`config.mk`:
```
export PLATFORM = sky130hd
export DESIGN_NAME = sppm_top
export DESIGN_NICKNAME = d
export VERILOG_FILES = /design/src/include/sppm_pkg.sv /design/src/hw/sppm_idle_timer.sv /design/src/hw/sppm_top.sv
export VERILOG_INCLUDE_DIRS = /design/src /design/src/include
export SDC_FILE = /design/constraint.sdc
export NUM_CORES = 1
export LEC_CHECK = 0
export ABC_AREA = 1
export ABC_CLOCK_PERIOD_IN_PS = 2400
export BUFFER_PORTS_ARGS = -buffer_cell sky130_fd_sc_hd__buf_2
export CORE_AREA = 2 2 118 120
export DETAILED_ROUTE_END_ITERATION = 6
export DIE_AREA = 0 0 120 122
export PLACE_DENSITY = 0.58
export SKIP_CTS_REPAIR_TIMING = 1
export SYNTH_ARGS = -nofsm -noshare
export SYNTH_HDL_FRONTEND = slang
export SYNTH_SLANG_ARGS = --single-unit
```
`constraint.sdc`:
```
create_clock -name clk -period 2.4 [get_ports clk]
set_input_delay 0.24 -clock clk [delete_from_list [all_inputs] [get_ports clk]]
set_output_delay 0.24 -clock clk [all_outputs]
set_load 0.1 [all_outputs]
```
`src/include/sppm_regs.svh`:
```
`ifndef SPPM_REGS_SVH
`define SPPM_REGS_SVH
// =====================================
// Configuration offsets.
`define SPPM_OFF_PM_CAP 8'h48
`define SPPM_OFF_PM_CSR 8'h4c
`define SPPM_OFF_PCIE_CAP 8'h70
`define SPPM_OFF_DEV_CAP 8'h74
`define SPPM_OFF_LINK_CAP 8'h7c
`define SPPM_OFF_LINK_CTL 8'h80
`define SPPM_OFF_GEN_CTL 8'hd4
`define SPPM_OFF_CLK_MASK 8'hd9
// =====================================
// Field positions.
`define SPPM_DC_VALUE_LSB 18
`define SPPM_DC_SCALE_LSB 26
`define SPPM_GC_MIN_VALUE_LSB 0
`define SPPM_GC_MIN_SCALE_LSB 8
`define SPPM_GC_ACTION_LSB 10
`define SPPM_LC_L0S_LAT_LSB 12
`define SPPM_LC_L1_LAT_LSB 15
// =====================================
// Reset values and fixed exit latencies.
`define SPPM_GC_RESET 32'h0000_0000
`define SPPM_CLK_MASK_RESET 8'h00
`define SPPM_L0S_LAT 3'h3
`define SPPM_L1_LAT 3'h5
// =====================================
// Timing: least idle time before low-power entry.
`define SPPM_IDLE_NS 1000
`define SPPM_CLK_NS 8
`define SPPM_IDLE_CYC ((`SPPM_IDLE_NS + `SPPM_CLK_NS - 1) / `SPPM_CLK_NS)
`endif

```
`src/include/sppm_pkg.sv`:
```
`default_nettype none
// =====================================
// Types shared by the slot power block.
package sppm_pkg;
  // Slot power actions in the override field.
  typedef enum logic [2:0] {
    SPPM_ACT_IGNORE = 3'h0,
    SPPM_ACT_PIN = 3'h1,
    SPPM_ACT_CLK = 3'h2,
    SPPM_ACT_CLK_PIN = 3'h3,
    SPPM_ACT_UR = 3'h4
  } sppm_action_type;
  // Link power states.
  typedef enum logic [1:0] {
    SPPM_LINK_L0 = 2'h0,
    SPPM_LINK_L0S = 2'h1,
    SPPM_LINK_L1 = 2'h2,
    SPPM_LINK_L23 = 2'h3
  } sppm_link_type;
endpackage : sppm_pkg
`default_nettype wire

```
`src/hw/sppm_idle_timer.sv`:
```
`include "sppm_regs.svh"
`default_nettype none
// =====================================
// Idle timer: counts cycles of idle transmitter with nothing pending.
module sppm_idle_timer #(
  parameter int IDLE_CYC = `SPPM_IDLE_CYC
) (
  input wire logic clk,
  input wire logic arst_n,
  input wire logic idle,
  output logic expired
);
  logic [15:0] cnt_r; // Idle cycles seen so far.
  logic [15:0] cnt_nxt; // Next count.
  logic expired_nxt; // Next expired flag.
  // Count up while idle, restart on any activity.
  always_comb begin
    cnt_nxt = cnt_r;
    expired_nxt = 1'b0;
    if (!idle) begin
      cnt_nxt = 16'h0000;
    end else if (cnt_r < 16'(IDLE_CYC)) begin
      cnt_nxt = cnt_r + 16'h0001;
    end
    expired_nxt = idle && (cnt_nxt >= 16'(IDLE_CYC));
  end
  // Register the count.
  always_ff @(posedge clk or negedge arst_n) begin
    if (!arst_n) begin
      cnt_r <= 16'h0000;
      expired <= 1'b0;
    end else begin
      cnt_r <= cnt_nxt;
      expired <= expired_nxt;
    end
  end
endmodule // sppm_idle_timer
`default_nettype wire

```
`src/hw/sppm_top.sv`:
```
// Notes on behaviour
// - Store slot limit message scale and value.
// - Compare captured limit after reset release.
// - Both below minimum: apply selected action.
// - Three-bit override field selects action.
// - Stop only masked secondary clocks.
// - Unsupported-request mode, config and limit exempt.
// - Low D-state starts L1 or L2/L3.
// - Internal bus clock runs only in D0.
// - Active-state low-power entry only when idle long enough.
// - Honour active-state enable field.
// - Report exit latencies in link capabilities.
// - Capability structures at fixed offsets.
`include "sppm_regs.svh"
`default_nettype none
module sppm_top #(
  parameter int IDLE_CYC = `SPPM_IDLE_CYC
) (
  input wire logic clk,
  input wire logic arst_n,
  input wire logic pcie_rst_n,
  input wire logic cfg_wr,
  input wire logic cfg_rd,
  input wire logic [7:0] cfg_addr,
  input wire logic [31:0] cfg_wdata,
  output logic [31:0] cfg_rdata,
  input wire logic spl_msg,
  input wire logic [1:0] spl_scale,
  input wire logic [7:0] spl_value,
  input wire logic tlp_valid,
  input wire logic tlp_is_cfg,
  input wire logic tlp_is_spl,
  output logic tlp_ur,
  input wire logic tx_idle,
  input wire logic tx_pending,
  output logic power_override_pin,
  output logic [7:0] sec_clk_en,
  output logic int_pci_clk_en,
  output logic [1:0] link_state
);
  // =====================================
  // State.
  logic [1:0] cap_scale_r, cap_scale_nxt; // Captured slot power scale.
  logic [7:0] cap_value_r, cap_value_nxt; // Captured slot power value.
  logic [31:0] gen_ctl_r, gen_ctl_nxt; // General control register.
  logic [7:0] clk_mask_r, clk_mask_nxt; // Secondary clock mask, 1 disables.
  logic [1:0] dstate_r, dstate_nxt; // Power state from control/status.
  logic [1:0] aspm_r, aspm_nxt; // Active-state enable field.
  logic prst_d_r, prst_d_nxt; // Delayed PCIe reset level.
  logic act_pin_r, act_pin_nxt; // Pin action latched.
  logic act_clk_r, act_clk_nxt; // Clock action latched.
  logic act_ur_r, act_ur_nxt; // Unsupported-request action latched.
  sppm_pkg::sppm_link_type link_r, link_nxt; // Link power state.
  logic [31:0] rdata_nxt; // Next read data.
  logic tlp_ur_nxt; // Next UR flag.
  logic idle_ok; // Idle timer expired.
  sppm_pkg::sppm_action_type act_sel; // Decoded override field.
  logic [1:0] min_scale; // Minimum scale field.
  logic [7:0] min_value; // Minimum value field.
  assign act_sel = sppm_pkg::sppm_action_type'(gen_ctl_r[`SPPM_GC_ACTION_LSB +: 3]);
  assign min_scale = gen_ctl_r[`SPPM_GC_MIN_SCALE_LSB +: 2];
  assign min_value = gen_ctl_r[`SPPM_GC_MIN_VALUE_LSB +: 8];

  // =====================================
  // Idle timer for active-state entry.
  sppm_idle_timer #(.IDLE_CYC(IDLE_CYC)) u_idle (
    .clk(clk),
    .arst_n(arst_n),
    .idle(tx_idle && !tx_pending),
    .expired(idle_ok)
  );

  // Read multiplexer returning register contents.
  function automatic logic [31:0] rd_mux(input logic [7:0] a);
    logic [31:0] v;
    v = 32'h0000_0000;
    case (a)
      `SPPM_OFF_PM_CAP: v = {16'h0003, `SPPM_OFF_PM_CSR, 8'h01};
      `SPPM_OFF_PM_CSR: v = {30'h0000_0000, dstate_r};
      `SPPM_OFF_PCIE_CAP: v = {16'h0001, 8'h00, 8'h10};
      `SPPM_OFF_DEV_CAP: v = {4'h0, cap_scale_r, cap_value_r, 18'h00000};
      `SPPM_OFF_LINK_CAP: v = {14'h0000, `SPPM_L1_LAT, `SPPM_L0S_LAT, 12'hc00};
      `SPPM_OFF_LINK_CTL: v = {30'h0000_0000, aspm_r};
      `SPPM_OFF_GEN_CTL: v = gen_ctl_r;
      8'hd8: v = {16'h0000, clk_mask_r, 8'h00};
      default: v = 32'h0000_0000;
    endcase
    return v;
  endfunction

  // =====================================
  // Register, capture and override next-state logic.
  always_comb begin
    cap_scale_nxt = cap_scale_r;
    cap_value_nxt = cap_value_r;
    gen_ctl_nxt = gen_ctl_r;
    clk_mask_nxt = clk_mask_r;
    dstate_nxt = dstate_r;
    aspm_nxt = aspm_r;
    prst_d_nxt = pcie_rst_n;
    act_pin_nxt = act_pin_r;
    act_clk_nxt = act_clk_r;
    act_ur_nxt = act_ur_r;
    rdata_nxt = cfg_rd ? rd_mux(cfg_addr) : 32'h0000_0000;
    // Captured grant taken from the limit message.
    if (spl_msg) begin
      cap_scale_nxt = spl_scale;
      cap_value_nxt = spl_value;
    end
    if (cfg_wr) begin
      case (cfg_addr)
        `SPPM_OFF_GEN_CTL: gen_ctl_nxt = cfg_wdata;
        8'hd8: clk_mask_nxt = cfg_wdata[15:8];
        `SPPM_OFF_PM_CSR: dstate_nxt = cfg_wdata[1:0];
        `SPPM_OFF_LINK_CTL: aspm_nxt = cfg_wdata[1:0];
        default: begin
        end
      endcase
    end
    // Actions cleared while the PCIe reset is held.
    if (!pcie_rst_n) begin
      act_pin_nxt = 1'b0;
      act_clk_nxt = 1'b0;
      act_ur_nxt = 1'b0;
    end else if (!prst_d_r) begin
      // First cycle after release: evaluate once.
      if (cap_scale_r < min_scale && cap_value_r < min_value) begin
        act_pin_nxt = (act_sel == sppm_pkg::SPPM_ACT_PIN) || (act_sel == sppm_pkg::SPPM_ACT_CLK_PIN);
        act_clk_nxt = (act_sel == sppm_pkg::SPPM_ACT_CLK) || (act_sel == sppm_pkg::SPPM_ACT_CLK_PIN);
        act_ur_nxt = (act_sel == sppm_pkg::SPPM_ACT_UR);
      end
    end
    tlp_ur_nxt = act_ur_r && tlp_valid && !tlp_is_cfg && !tlp_is_spl;
  end

  // =====================================
  // Link power state machine.
  always_comb begin
    link_nxt = link_r;
    case (link_r)
      sppm_pkg::SPPM_LINK_L0: begin
        if (dstate_r == 2'h3) begin
          link_nxt = sppm_pkg::SPPM_LINK_L23;
        end else if (dstate_r != 2'h0) begin
          link_nxt = sppm_pkg::SPPM_LINK_L1;
        end else if (idle_ok && aspm_r[1]) begin
          link_nxt = sppm_pkg::SPPM_LINK_L1;
        end else if (idle_ok && aspm_r[0]) begin
          link_nxt = sppm_pkg::SPPM_LINK_L0S;
        end
      end
      sppm_pkg::SPPM_LINK_L0S, sppm_pkg::SPPM_LINK_L1: begin
        if (dstate_r == 2'h3) begin
          link_nxt = sppm_pkg::SPPM_LINK_L23;
        end else if (dstate_r != 2'h0) begin
          // A low D-state reached from L0s must still end in L1.
          link_nxt = sppm_pkg::SPPM_LINK_L1;
        end else if (dstate_r == 2'h0 && !idle_ok) begin
          link_nxt = sppm_pkg::SPPM_LINK_L0;
        end
      end
      sppm_pkg::SPPM_LINK_L23: begin
        if (dstate_r == 2'h0) begin
          link_nxt = sppm_pkg::SPPM_LINK_L0;
        end
      end
      default: link_nxt = sppm_pkg::SPPM_LINK_L0;
    endcase
  end

  // =====================================
  // Registers and outputs.
  always_ff @(posedge clk or negedge arst_n) begin
    if (!arst_n) begin
      cap_scale_r <= 2'h0;
      cap_value_r <= 8'h00;
      gen_ctl_r <= `SPPM_GC_RESET;
      clk_mask_r <= `SPPM_CLK_MASK_RESET;
      dstate_r <= 2'h0;
      aspm_r <= 2'h0;
      prst_d_r <= 1'b0;
      act_pin_r <= 1'b0;
      act_clk_r <= 1'b0;
      act_ur_r <= 1'b0;
      link_r <= sppm_pkg::SPPM_LINK_L0;
      cfg_rdata <= 32'h0000_0000;
      tlp_ur <= 1'b0;
      power_override_pin <= 1'b0;
      sec_clk_en <= 8'hff;
      int_pci_clk_en <= 1'b1;
      link_state <= 2'h0;
    end else begin
      cap_scale_r <= cap_scale_nxt;
      cap_value_r <= cap_value_nxt;
      gen_ctl_r <= gen_ctl_nxt;
      clk_mask_r <= clk_mask_nxt;
      dstate_r <= dstate_nxt;
      aspm_r <= aspm_nxt;
      prst_d_r <= prst_d_nxt;
      act_pin_r <= act_pin_nxt;
      act_clk_r <= act_clk_nxt;
      act_ur_r <= act_ur_nxt;
      link_r <= link_nxt;
      cfg_rdata <= rdata_nxt;
      tlp_ur <= tlp_ur_nxt;
      power_override_pin <= act_pin_nxt;
      sec_clk_en <= act_clk_nxt ? ~clk_mask_nxt : 8'hff;
      int_pci_clk_en <= (dstate_nxt == 2'h0);
      link_state <= link_nxt;
    end
  end
endmodule // sppm_top
`default_nettype wire

```
==> flow_metrics.env, run 1 <==
export IMPL_clk_pin_slew_worst_paths_ps=50
export IMPL_cp_num_buf_inv=1
export IMPL_drc=0
export IMPL_syn_cell_area_um2=5270
export IMPL_path_cells="nor2_1, nand2_1, nor2_2, nand3_2, o21ai_0, nor2_1, nand2_1, inv_1, nand2_1, nand3_1"
export IMPL_relSlewSlack_pct=54.1
export IMPL_die_area_um2=14600
export IMPL_outcome="finished, final reports clean"
export IMPL_clock_root_buffer="clkbuf_16"
export IMPL_fmaxAchievable_mhz=550
export IMPL_power_density_nw_per_um2=803
export IMPL_skew_ps=7.18
export IMPL_die_w_um=120
export IMPL_dp_hpwl_um=9330
export IMPL_insertion_delay_ps=410
export IMPL_cts_tree="done"
export IMPL_maxSlewViolCount=0
export IMPL_ys_seq_elements=119
export IMPL_port_buffer_count=105
export IMPL_yosysSeqAreaShare_pct=56.7
export IMPL_grt_pass1_wl_um=21100
export IMPL_synthArstFlopShare_pct=100
export IMPL_n_fill_cell=1264
export IMPL_synth_edf_count=0
export IMPL_rsz0062_at_grt="no"
export IMPL_hold_violations=0
export IMPL_max_cap_violations=0
export IMPL_finalWirelength_um=12900
export IMPL_cts_max_path_buffers=2
export IMPL_synth_area_leader_cell="dfrtp_1"
export IMPL_yosys_cell_types_count=36
export IMPL_hold_class="input port to register"
export IMPL_synth_fp_nets=615
export IMPL_cts_sinks=119
export IMPL_start_util_pct=39.1
export IMPL_overflow=0
export IMPL_layout_area_overhead_vs_synth_pct=25.7
export IMPL_holdWs_ps=51.7
export IMPL_via_per_inst=4.83
export IMPL_critPathMostFrequentCell="nand2_1"
export IMPL_dpl_cell_area_um2=6010
export IMPL_final_setup_tns_ps=0
export IMPL_synthesis_instances=541
export IMPL_cp_max_fo=8
export IMPL_slowest_delay_ps=370
export IMPL_arrival_ps=2110
export IMPL_antenna_found_initial=1
export IMPL_tightest_slew_ps=689
export IMPL_cp_slowest_cell="dfrtp_1"
export IMPL_dr_total_vias=4116
export IMPL_synth_ff_type="dfrtp_1"
export IMPL_h_tree_depth=4
export IMPL_ios=106
export IMPL_fin_crit_ps=1820
export IMPL_register_area_um2=2990
export IMPL_p_leak_nw=3.43
export IMPL_core_um2=13500
export IMPL_cp_top_family="simple AND/OR/NAND/NOR gates"
export IMPL_startpoint_type="register"
export IMPL_setup_viol=0
export IMPL_synth_avg_cell_area_um2=9.75
export IMPL_die_h_um=122
export IMPL_cp_required_ps=2690
export IMPL_yosys_warnings=0
export IMPL_final_cell_area_um2=6630
export IMPL_track_usage_pct=18.9
export IMPL_grt_pass1_vias=4280
export IMPL_utilization_pct=49.1
export IMPL_power_mw=5.33
export IMPL_drt_iter0_markers=279
export IMPL_fin_nets=734
export IMPL_gp_congestion=0.877
export IMPL_crit_path_end_kind="register"
export IMPL_critPathKind="register to register"
export IMPL_peakVddDrop_mv=0.476
export IMPL_drive_above_1_share_pct=27.5
export IMPL_ys_top_cells_by_area="dfrtp_1 (52%), nand2_1 (7.3%), inv_1 (4.8%)"
export IMPL_cts_buffers=17
export IMPL_period_share_pct=75.8
export IMPL_num_rows=43
export IMPL_antenna_left=0
export IMPL_grt_max_degree=53
export IMPL_synth_top_area_share_pct=52.2
export IMPL_multiInputGateArea_um2=1950
export IMPL_wire_per_inst_um=15.2
export IMPL_num_antenna_cells=0
export IMPL_drt_pass1_iter_count=5
## cell type report
cell class	instances	area share, %
sequential	119	45.1
multi-input combinational	340	29.4
timing repair buffer	114	9.28
clock buffer	25	7.17
inverter	68	3.87
tap	180	3.40
clock inverter	7	1.79
## final timing paths
| kind | cells past startpoint | slack (ps) | endpoint | start |
|---|---|---|---|---|
| worst max-delay path | 10 | 580 | u_idle.expired | u_idle.cnt_r[10] |
| worst min-delay path | 2 | 50 | gen_ctl_r[20] | cfg_wdata[20] |
| worst max register to register | 10 | 580 | u_idle.expired | u_idle.cnt_r[10] |
| worst min register to register | 2 | 490 | gen_ctl_r[1] | gen_ctl_r[1] |
| max in group asynchronous | 3 | 1230 | cfg_rdata[31] | arst_n |
| min in group asynchronous | 2 | 420 | cfg_rdata[28] | arst_n |
## layer usage
metal / routed length [um] / track usage [%] / vias to the layer above
met5: 11 / 0 / -
met4: 197 / 5.59 / 2
met3: 662 / 6.69 / 18
met2: 6370 / 31.7 / 85
met1: 5700 / 22.9 / 1994
li1: - / - / 2017
## synth_stat cells (2+ instances only)
master    count
dfrtp_1     110
nand2_1     102
inv_1        67
nor2_1       56
a21oi_1      33
o21ai_0      29
nand3_1      28
nand4_1      18
mux2_4       15
ha_1         13
mux2_2       13
dfstp_2       9
nor3_1        9
clkbuf_1      6
buf_2         3
buf_6         3
a311oi_1      2
a31oi_1       2
nand2_4       2
nor2_2        2
nor3_4        2
o221ai_1      2
xor2_1        2
## cells by family after synthesis
| kind of cell | count (synthesis) | synth area share (%) |
|---|---|---|
| simple gates | 224 | 19.0 |
| xor+xnor | 2 | 0.332 |
| mux | 28 | 7.05 |
| flops | 119 | 56.7 |
| buf+inv | 82 | 6.43 |
| compound gates | 73 | 7.47 |
| fa+ha+maj | 13 | 3.08 |
## cells in the final DEF (no fill, tap or decap), types with 17 or more instances in the layout
cell type,netlist,final
dfrtp_1,110,110
o21ai_0,29,29
inv_1,67,67
clkbuf_16,0,17
nand2_1,102,102
nand4_1,18,18
buf_2,3,104
nor2_1,56,56
nand3_1,28,28
a21oi_1,33,33
## state kept, by name (all words and copies together), names as in the netlist
signal / flops
act_clk_r: 1
act_pin_r: 1
act_ur_r: 1
aspm_r: 2
cap_scale_r: 2
cap_value_r: 8
cfg_rdata: 32
clk_mask_r: 8
dstate_r: 2
gen_ctl_r: 32
int_pci_clk_en: 1
link_r: 2
prst_d_r: 1
sec_clk_en: 8
tlp_ur: 1
u_idle.cnt_r: 16
u_idle.expired: 1
## stage by stage
step           instances  setup slack [ps]
3_3_place_gp         818               373
3_5_place_dp         818               403
6_report             853               580
4_1_cts              850               550
5_1_grt              853               343
2_1_floorplan        541               373
## power by group
group | total (mW) | leakage, nW | internal [mW] | switching (mW)
combinational | 0.634 | 1.62 | 0.177 | 0.457
sequential | 2.16 | 1.52 | 2.10 | 0.0531
clock | 2.53 | 0.282 | 1.69 | 0.849
total | 5.32 | 3.43 | 3.97 | 1.36
Power figures use the tool's default switching activity.
==> run 2: changes to the inputs <==
--- a/config.mk
+++ b/config.mk
@@ -7,7 +7,7 @@
 export NUM_CORES = 1
 export LEC_CHECK = 0
 export ABC_AREA = 1
-export ABC_CLOCK_PERIOD_IN_PS = 2400
+export ABC_CLOCK_PERIOD_IN_PS = 1700
 export BUFFER_PORTS_ARGS = -buffer_cell sky130_fd_sc_hd__buf_2
 export CORE_AREA = 2 2 118 120
 export DETAILED_ROUTE_END_ITERATION = 6
==> constraint.sdc (replaced) <==
create_clock -name clk -period 1.7 [get_ports clk]
set_input_delay 0.17 -clock clk [delete_from_list [all_inputs] [get_ports clk]]
set_output_delay 0.17 -clock clk [all_outputs]
set_load 0.1 [all_outputs]
==> run 2 against run 1 <==
  * The run now ends with hold timing left
  * Wire length is 1.8% higher
  * Clock-buffer cell count is 4 lower
  * Sequential power up 42%
  * Die area stayed put
  * Clock power is 56% higher
  * Utilization rose by 4.1 points
  * Maximum frequency is 13% higher
  * Worst hold slack worse by 59 ps
  * Non-clock buffer count grew 40
  * Largest cell class unchanged
==> flow_metrics.env, run 2 (synthesis results as in run 1) <==
export IMPL_wire_per_inst_um=14.7
export IMPL_insertion_delay_ps=410
export IMPL_setup_viol=0
export IMPL_critPathMostFrequentCell="nor2_1"
export IMPL_grt_max_degree=39
export IMPL_cp_max_fo=3
export IMPL_cts_sinks=119
export IMPL_dp_hpwl_um=9300
export IMPL_grt_pass1_vias=4226
export IMPL_maxSlewViolCount=0
export IMPL_final_common_cell="dfrtp_1"
export IMPL_cts_max_path_buffers=2
export IMPL_relSlewSlack_pct=63.8
export IMPL_cts_buffers=17
export IMPL_clock_root_buffer="clkbuf_16"
export IMPL_fmaxAchievable_mhz=622
export IMPL_die_w_um=120
export IMPL_cts_tree="done"
export IMPL_holdWs_ps=-7.25
export IMPL_dpl_cell_area_um2=6190
export IMPL_drt_pass1_iter_count=4
export IMPL_peakVddDrop_mv=0.584
export IMPL_outcome="finished with violations"
export IMPL_hold_class="input port to register"
export IMPL_die_area_um2=14600
export IMPL_power_mw=7.99
export IMPL_port_buffer_count=105
export IMPL_place_ws_ps=-10.7
export IMPL_max_cap_violations=0
export IMPL_period_share_pct=94.5
export IMPL_final_cell_area_um2=7190
export IMPL_slowest_delay_ps=470
export IMPL_cp_required_ps=1980
export IMPL_track_usage_pct=18.7
export IMPL_final_cell_mix="dfrtp_1 (108), buf_2 (104), nand2_1 (97)"
export IMPL_via_per_inst=4.81
export IMPL_drt_iter0_markers=253
export IMPL_violations="hold timing"
export IMPL_reg_top3="cfg_rdata x32, gen_ctl_r x32, u_idle.cnt_r x16"
export IMPL_ios=106
export IMPL_skew_ps=5.94
export IMPL_fin_crit_ps=1610
export IMPL_power_density_nw_per_um2=1110
export IMPL_finalWirelength_um=13200
export IMPL_antenna_left=0
export IMPL_arrival_ps=1890
export IMPL_start_util_pct=39.1
export IMPL_h_tree_depth=4
export IMPL_drc=0
export IMPL_layout_area_overhead_vs_synth_pct=36.3
export IMPL_dr_total_vias=4307
export IMPL_fin_nets=775
export IMPL_p_leak_nw=3.68
export IMPL_antenna_found_initial=2
export IMPL_clk_pin_slew_worst_paths_ps=60
export IMPL_crit_path_end_kind="register"
export IMPL_cp_slowest_cell="dfrtp_4"
export IMPL_hold_violations=2
export IMPL_path_cells="inv_1, ha_1, nor2_1, nor2_1, a311oi_1, a21oi_1"
export IMPL_die_h_um=122
export IMPL_timing_final_ws_setup_ps=92.9
export IMPL_grt_pass1_wl_um=20800
export IMPL_n_fill_cell=1230
export IMPL_tightest_slew_ps=542
export IMPL_core_um2=13500
export IMPL_gp_congestion=0.877
export IMPL_num_rows=43
export IMPL_drive_above_1_share_pct=31.9
export IMPL_overflow=0
export IMPL_critPathKind="register to register"
export IMPL_startpoint_type="register"
==> run 2: changes by cell type in the layout (fill, tap and decap cells not counted), sizes merged, moves of 2 or more <==
cell	change
dlygate4sd3	+19
bufinv	+2
clkbuf	-4
buf	+21
==> run 2: per-layer routing <==
layer  GRT usage (%)  vias up  part of all wire [%]
met2            30.5      122                    48
met4            6.84        2                   1.2
li1                -     2099                     -
met1            23.1     2070                    44
met5               0        -                 0.099
met3            6.32       14                   6.2
==> run 2: worst paths after layout <==
kind,startpoint,end,slack (ps),cells past startpoint
min in group asynchronous,arst_n,cfg_rdata[30],290,2
worst max register to register,link_r[0],link_r[1],90,6
worst min-delay path,spl_value[0],cap_value_r[0],-7,3
max in group asynchronous,arst_n,int_pci_clk_en,770,3
worst min register to register,gen_ctl_r[14],gen_ctl_r[14],510,1
worst max-delay path,link_r[0],link_r[1],90,6
==> run 2: metrics by stage <==
stage | util, % | instances | setup TNS [ps]
floorplan | - | 541 | 0
global placement | 45.8 | 835 | 0
detailed placement | 45.8 | 835 | -10.7
CTS | 50.7 | 867 | -139
global route | 53.2 | 894 | -11.6
finish | 53.2 | 895 | 0
==> run 2: final cells by class <==
class	count	area [um2]	share of cell area, %
tap	180	225	3.13
multi-input combinational	341	2030	28.3
clock inverter	11	195	2.72
clock buffer	21	460	6.41
sequential	119	3000	41.7
inverter	68	256	3.57
timing repair buffer	154	1020	14.2
antenna	1	2.50	0.0348
==> run 2: critical path: cells and delay by family (launching register included) <==
kind                     cells  cell delay (ps)
buffers and inverters        1              110
flip-flops                   1              470
adder cells (fa/ha/maj)      1              260
AO/OA/AOI/OAI                2              350
AND/OR/NAND/NOR              2              290
==> run 2: where the power goes <==
group	internal [mW]	total, mW	switching [mW]
Sequential	2.98	3.06	0.0744
Clock	2.68	3.95	1.27
Combinational	0.313	0.985	0.672
==> run 3: changes to the inputs <==
--- a/config.mk
+++ b/config.mk
@@ -7,12 +7,12 @@
 export NUM_CORES = 1
 export LEC_CHECK = 0
 export ABC_AREA = 1
-export ABC_CLOCK_PERIOD_IN_PS = 1700
+export ABC_CLOCK_PERIOD_IN_PS = 2100
 export BUFFER_PORTS_ARGS = -buffer_cell sky130_fd_sc_hd__buf_2
-export CORE_AREA = 2 2 118 120
+export CORE_AREA = 2 2 112 114
 export DETAILED_ROUTE_END_ITERATION = 6
-export DIE_AREA = 0 0 120 122
-export PLACE_DENSITY = 0.58
+export DIE_AREA = 0 0 114 116
+export PLACE_DENSITY = 0.63
 export SKIP_CTS_REPAIR_TIMING = 1
 export SYNTH_ARGS = -nofsm -noshare
 export SYNTH_HDL_FRONTEND = slang
==> constraint.sdc (replaced) <==
create_clock -name clk -period 2.1 [get_ports clk]
set_input_delay 0.21 -clock clk [delete_from_list [all_inputs] [get_ports clk]]
set_output_delay 0.21 -clock clk [all_outputs]
set_load 0.1 [all_outputs]
==> run 3 against run 2 <==
  * First-iteration DRC count fell by 20%
  * Die area down 9.7%
  * Non-clock buffer count fell by 37
  * Final cell count is 8.0% lower
  * Flip-flop and latch count stayed put
  * Setup slack improved by 180 ps
  * The run now ends clean
  * Total power is 28% lower
  * Cell area is 8.7% lower
  * Utilization increased by 1.9 points
  * Clock power down 34%
==> flow_metrics.env, run 3 (synthesis results as in run 1) <==
export IMPL_outcome="finished, final reports clean"
export IMPL_holdWs_ps=17.8
export IMPL_overflow=0
export IMPL_place_ws_ps=-31.1
export IMPL_cts_max_path_buffers=2
export IMPL_final_cell_mix="dfrtp_1 (110), buf_2 (104), nand2_1 (102)"
export IMPL_maxSlewViolCount=0
export IMPL_clock_root_buffer="clkbuf_16"
export IMPL_critPathMostFrequentCell="nand2_1"
export IMPL_die_h_um=116
export IMPL_grt_pass1_wl_um=20000
export IMPL_gp_congestion=0.867
export IMPL_finalWirelength_um=12700
export IMPL_power_mw=5.79
export IMPL_cp_slowest_cell="dfrtp_1"
export IMPL_tightest_slew_ps=1010
export IMPL_rsz0062_at_grt="no"
export IMPL_hold_violations=0
export IMPL_h_tree_depth=4
export IMPL_critPathKind="register to register"
export IMPL_period_share_pct=87.2
export IMPL_fmaxAchievable_mhz=546
export IMPL_power_density_nw_per_um2=881
export IMPL_drt_iter0_markers=203
export IMPL_num_antenna_cells=0
export IMPL_die_w_um=114
export IMPL_port_buffer_count=105
export IMPL_final_cell_area_um2=6570
export IMPL_cp_num_buf_inv=2
export IMPL_path_cells="inv_1, ha_1, a21oi_1, o21ai_0, nand2_1, nand2_1, nand2_1, nand2_1, nand2_1, inv_1, nor2_1"
export IMPL_antenna_found_initial=0
export IMPL_cp_max_fo=9
export IMPL_startpoint_type="register"
export IMPL_track_usage_pct=20.3
export IMPL_cts_tree="done"
export IMPL_layout_area_overhead_vs_synth_pct=24.5
export IMPL_slowest_delay_ps=380
export IMPL_dpl_cell_count=788
export IMPL_final_setup_tns_ps=0
export IMPL_start_util_pct=44.3
export IMPL_final_common_cell="dfrtp_1"
export IMPL_insertion_delay_ps=420
export IMPL_dpl_cell_area_um2=6000
export IMPL_fin_crit_ps=1830
export IMPL_reg_top3="cfg_rdata x32, gen_ctl_r x32, u_idle.cnt_r x16"
export IMPL_clk_pin_slew_worst_paths_ps=50
export IMPL_utilization_pct=55.1
export IMPL_relSlewSlack_pct=32.4
export IMPL_dp_hpwl_um=9150
export IMPL_dr_total_vias=4089
export IMPL_crit_path_end_kind="register"
export IMPL_core_um2=11900
export IMPL_fin_nets=737
export IMPL_grt_pass1_vias=4074
export IMPL_via_per_inst=4.97
export IMPL_grt_max_degree=60
export IMPL_drc=0
export IMPL_setup_viol=0
export IMPL_crit_cells=11
export IMPL_wire_per_inst_um=15.5
export IMPL_skew_ps=7.22
export IMPL_die_area_um2=13200
export IMPL_cts_sinks=119
export IMPL_peakVddDrop_mv=0.890
export IMPL_cp_top_family="simple AND/OR/NAND/NOR gates"
export IMPL_r2r_slack_ps=270
export IMPL_antenna_left=0
export IMPL_drive_above_1_share_pct=27.8
export IMPL_p_leak_nw=3.43
export IMPL_hold_class="input port to register"
export IMPL_drt_pass1_iter_count=4
export IMPL_timing_final_ws_setup_ps=268
export IMPL_cts_buffers=17
export IMPL_max_cap_violations=0
export IMPL_final_cells=823
export IMPL_num_rows=40
export IMPL_worstRegToRegCells=11
export IMPL_min_path_cells=3
export IMPL_arrival_ps=2180
export IMPL_cp_required_ps=2450
export IMPL_ios=106
## run 3: metal layers
metal  vias up  routed length, um  track usage [%]  part of all wire [%]
li1       2021                  -                -                     -
met1      1955               5810             25.8                    46
met2       101               6060             32.8                    48
met3        12                707             6.64                   5.6
met4         0                139             7.07                   1.1
met5         -                  0                0                     0
## run 3: layout make-up
| class | count | area (um2) |
|---|---|---|
| fillers | 1119 | 5350 |
| flip-flops and latches | 119 | 2990 |
| multi-input cells | 340 | 1950 |
| repair buffers | 117 | 651 |
| clock buffers | 28 | 517 |
| inverters | 68 | 256 |
| well taps | 147 | 184 |
| clock inverters | 4 | 20.0 |
## run 3: path summary, 6_finish.rpt
| path | startpoint | endpoint |
|---|---|---|
| worst max-delay path | gen_ctl_r[1] | act_clk_r |
| worst min-delay path | spl_scale[0] | cap_scale_r[0] |
| worst max register to register | gen_ctl_r[1] | act_clk_r |
| worst min register to register | gen_ctl_r[1] | gen_ctl_r[1] |
| max in group asynchronous | arst_n | sec_clk_en[0] |
| min in group asynchronous | arst_n | gen_ctl_r[23] |
## run 3: power breakdown
part           switching, mW  internal [mW]
sequential            0.0580           2.40
clock                  0.956           1.65
combinational          0.515          0.202
total                   1.53           4.26
## run 3: worst register-to-register path, delay by kind of cell (launching register included)
family / cells / cell delay (ps)
adder cells (fa/ha/maj): 1 / 230
buffers and inverters: 2 / 160
AND/OR/NAND/NOR: 6 / 720
AO/OA/AOI/OAI: 2 / 280
flip-flops: 1 / 380
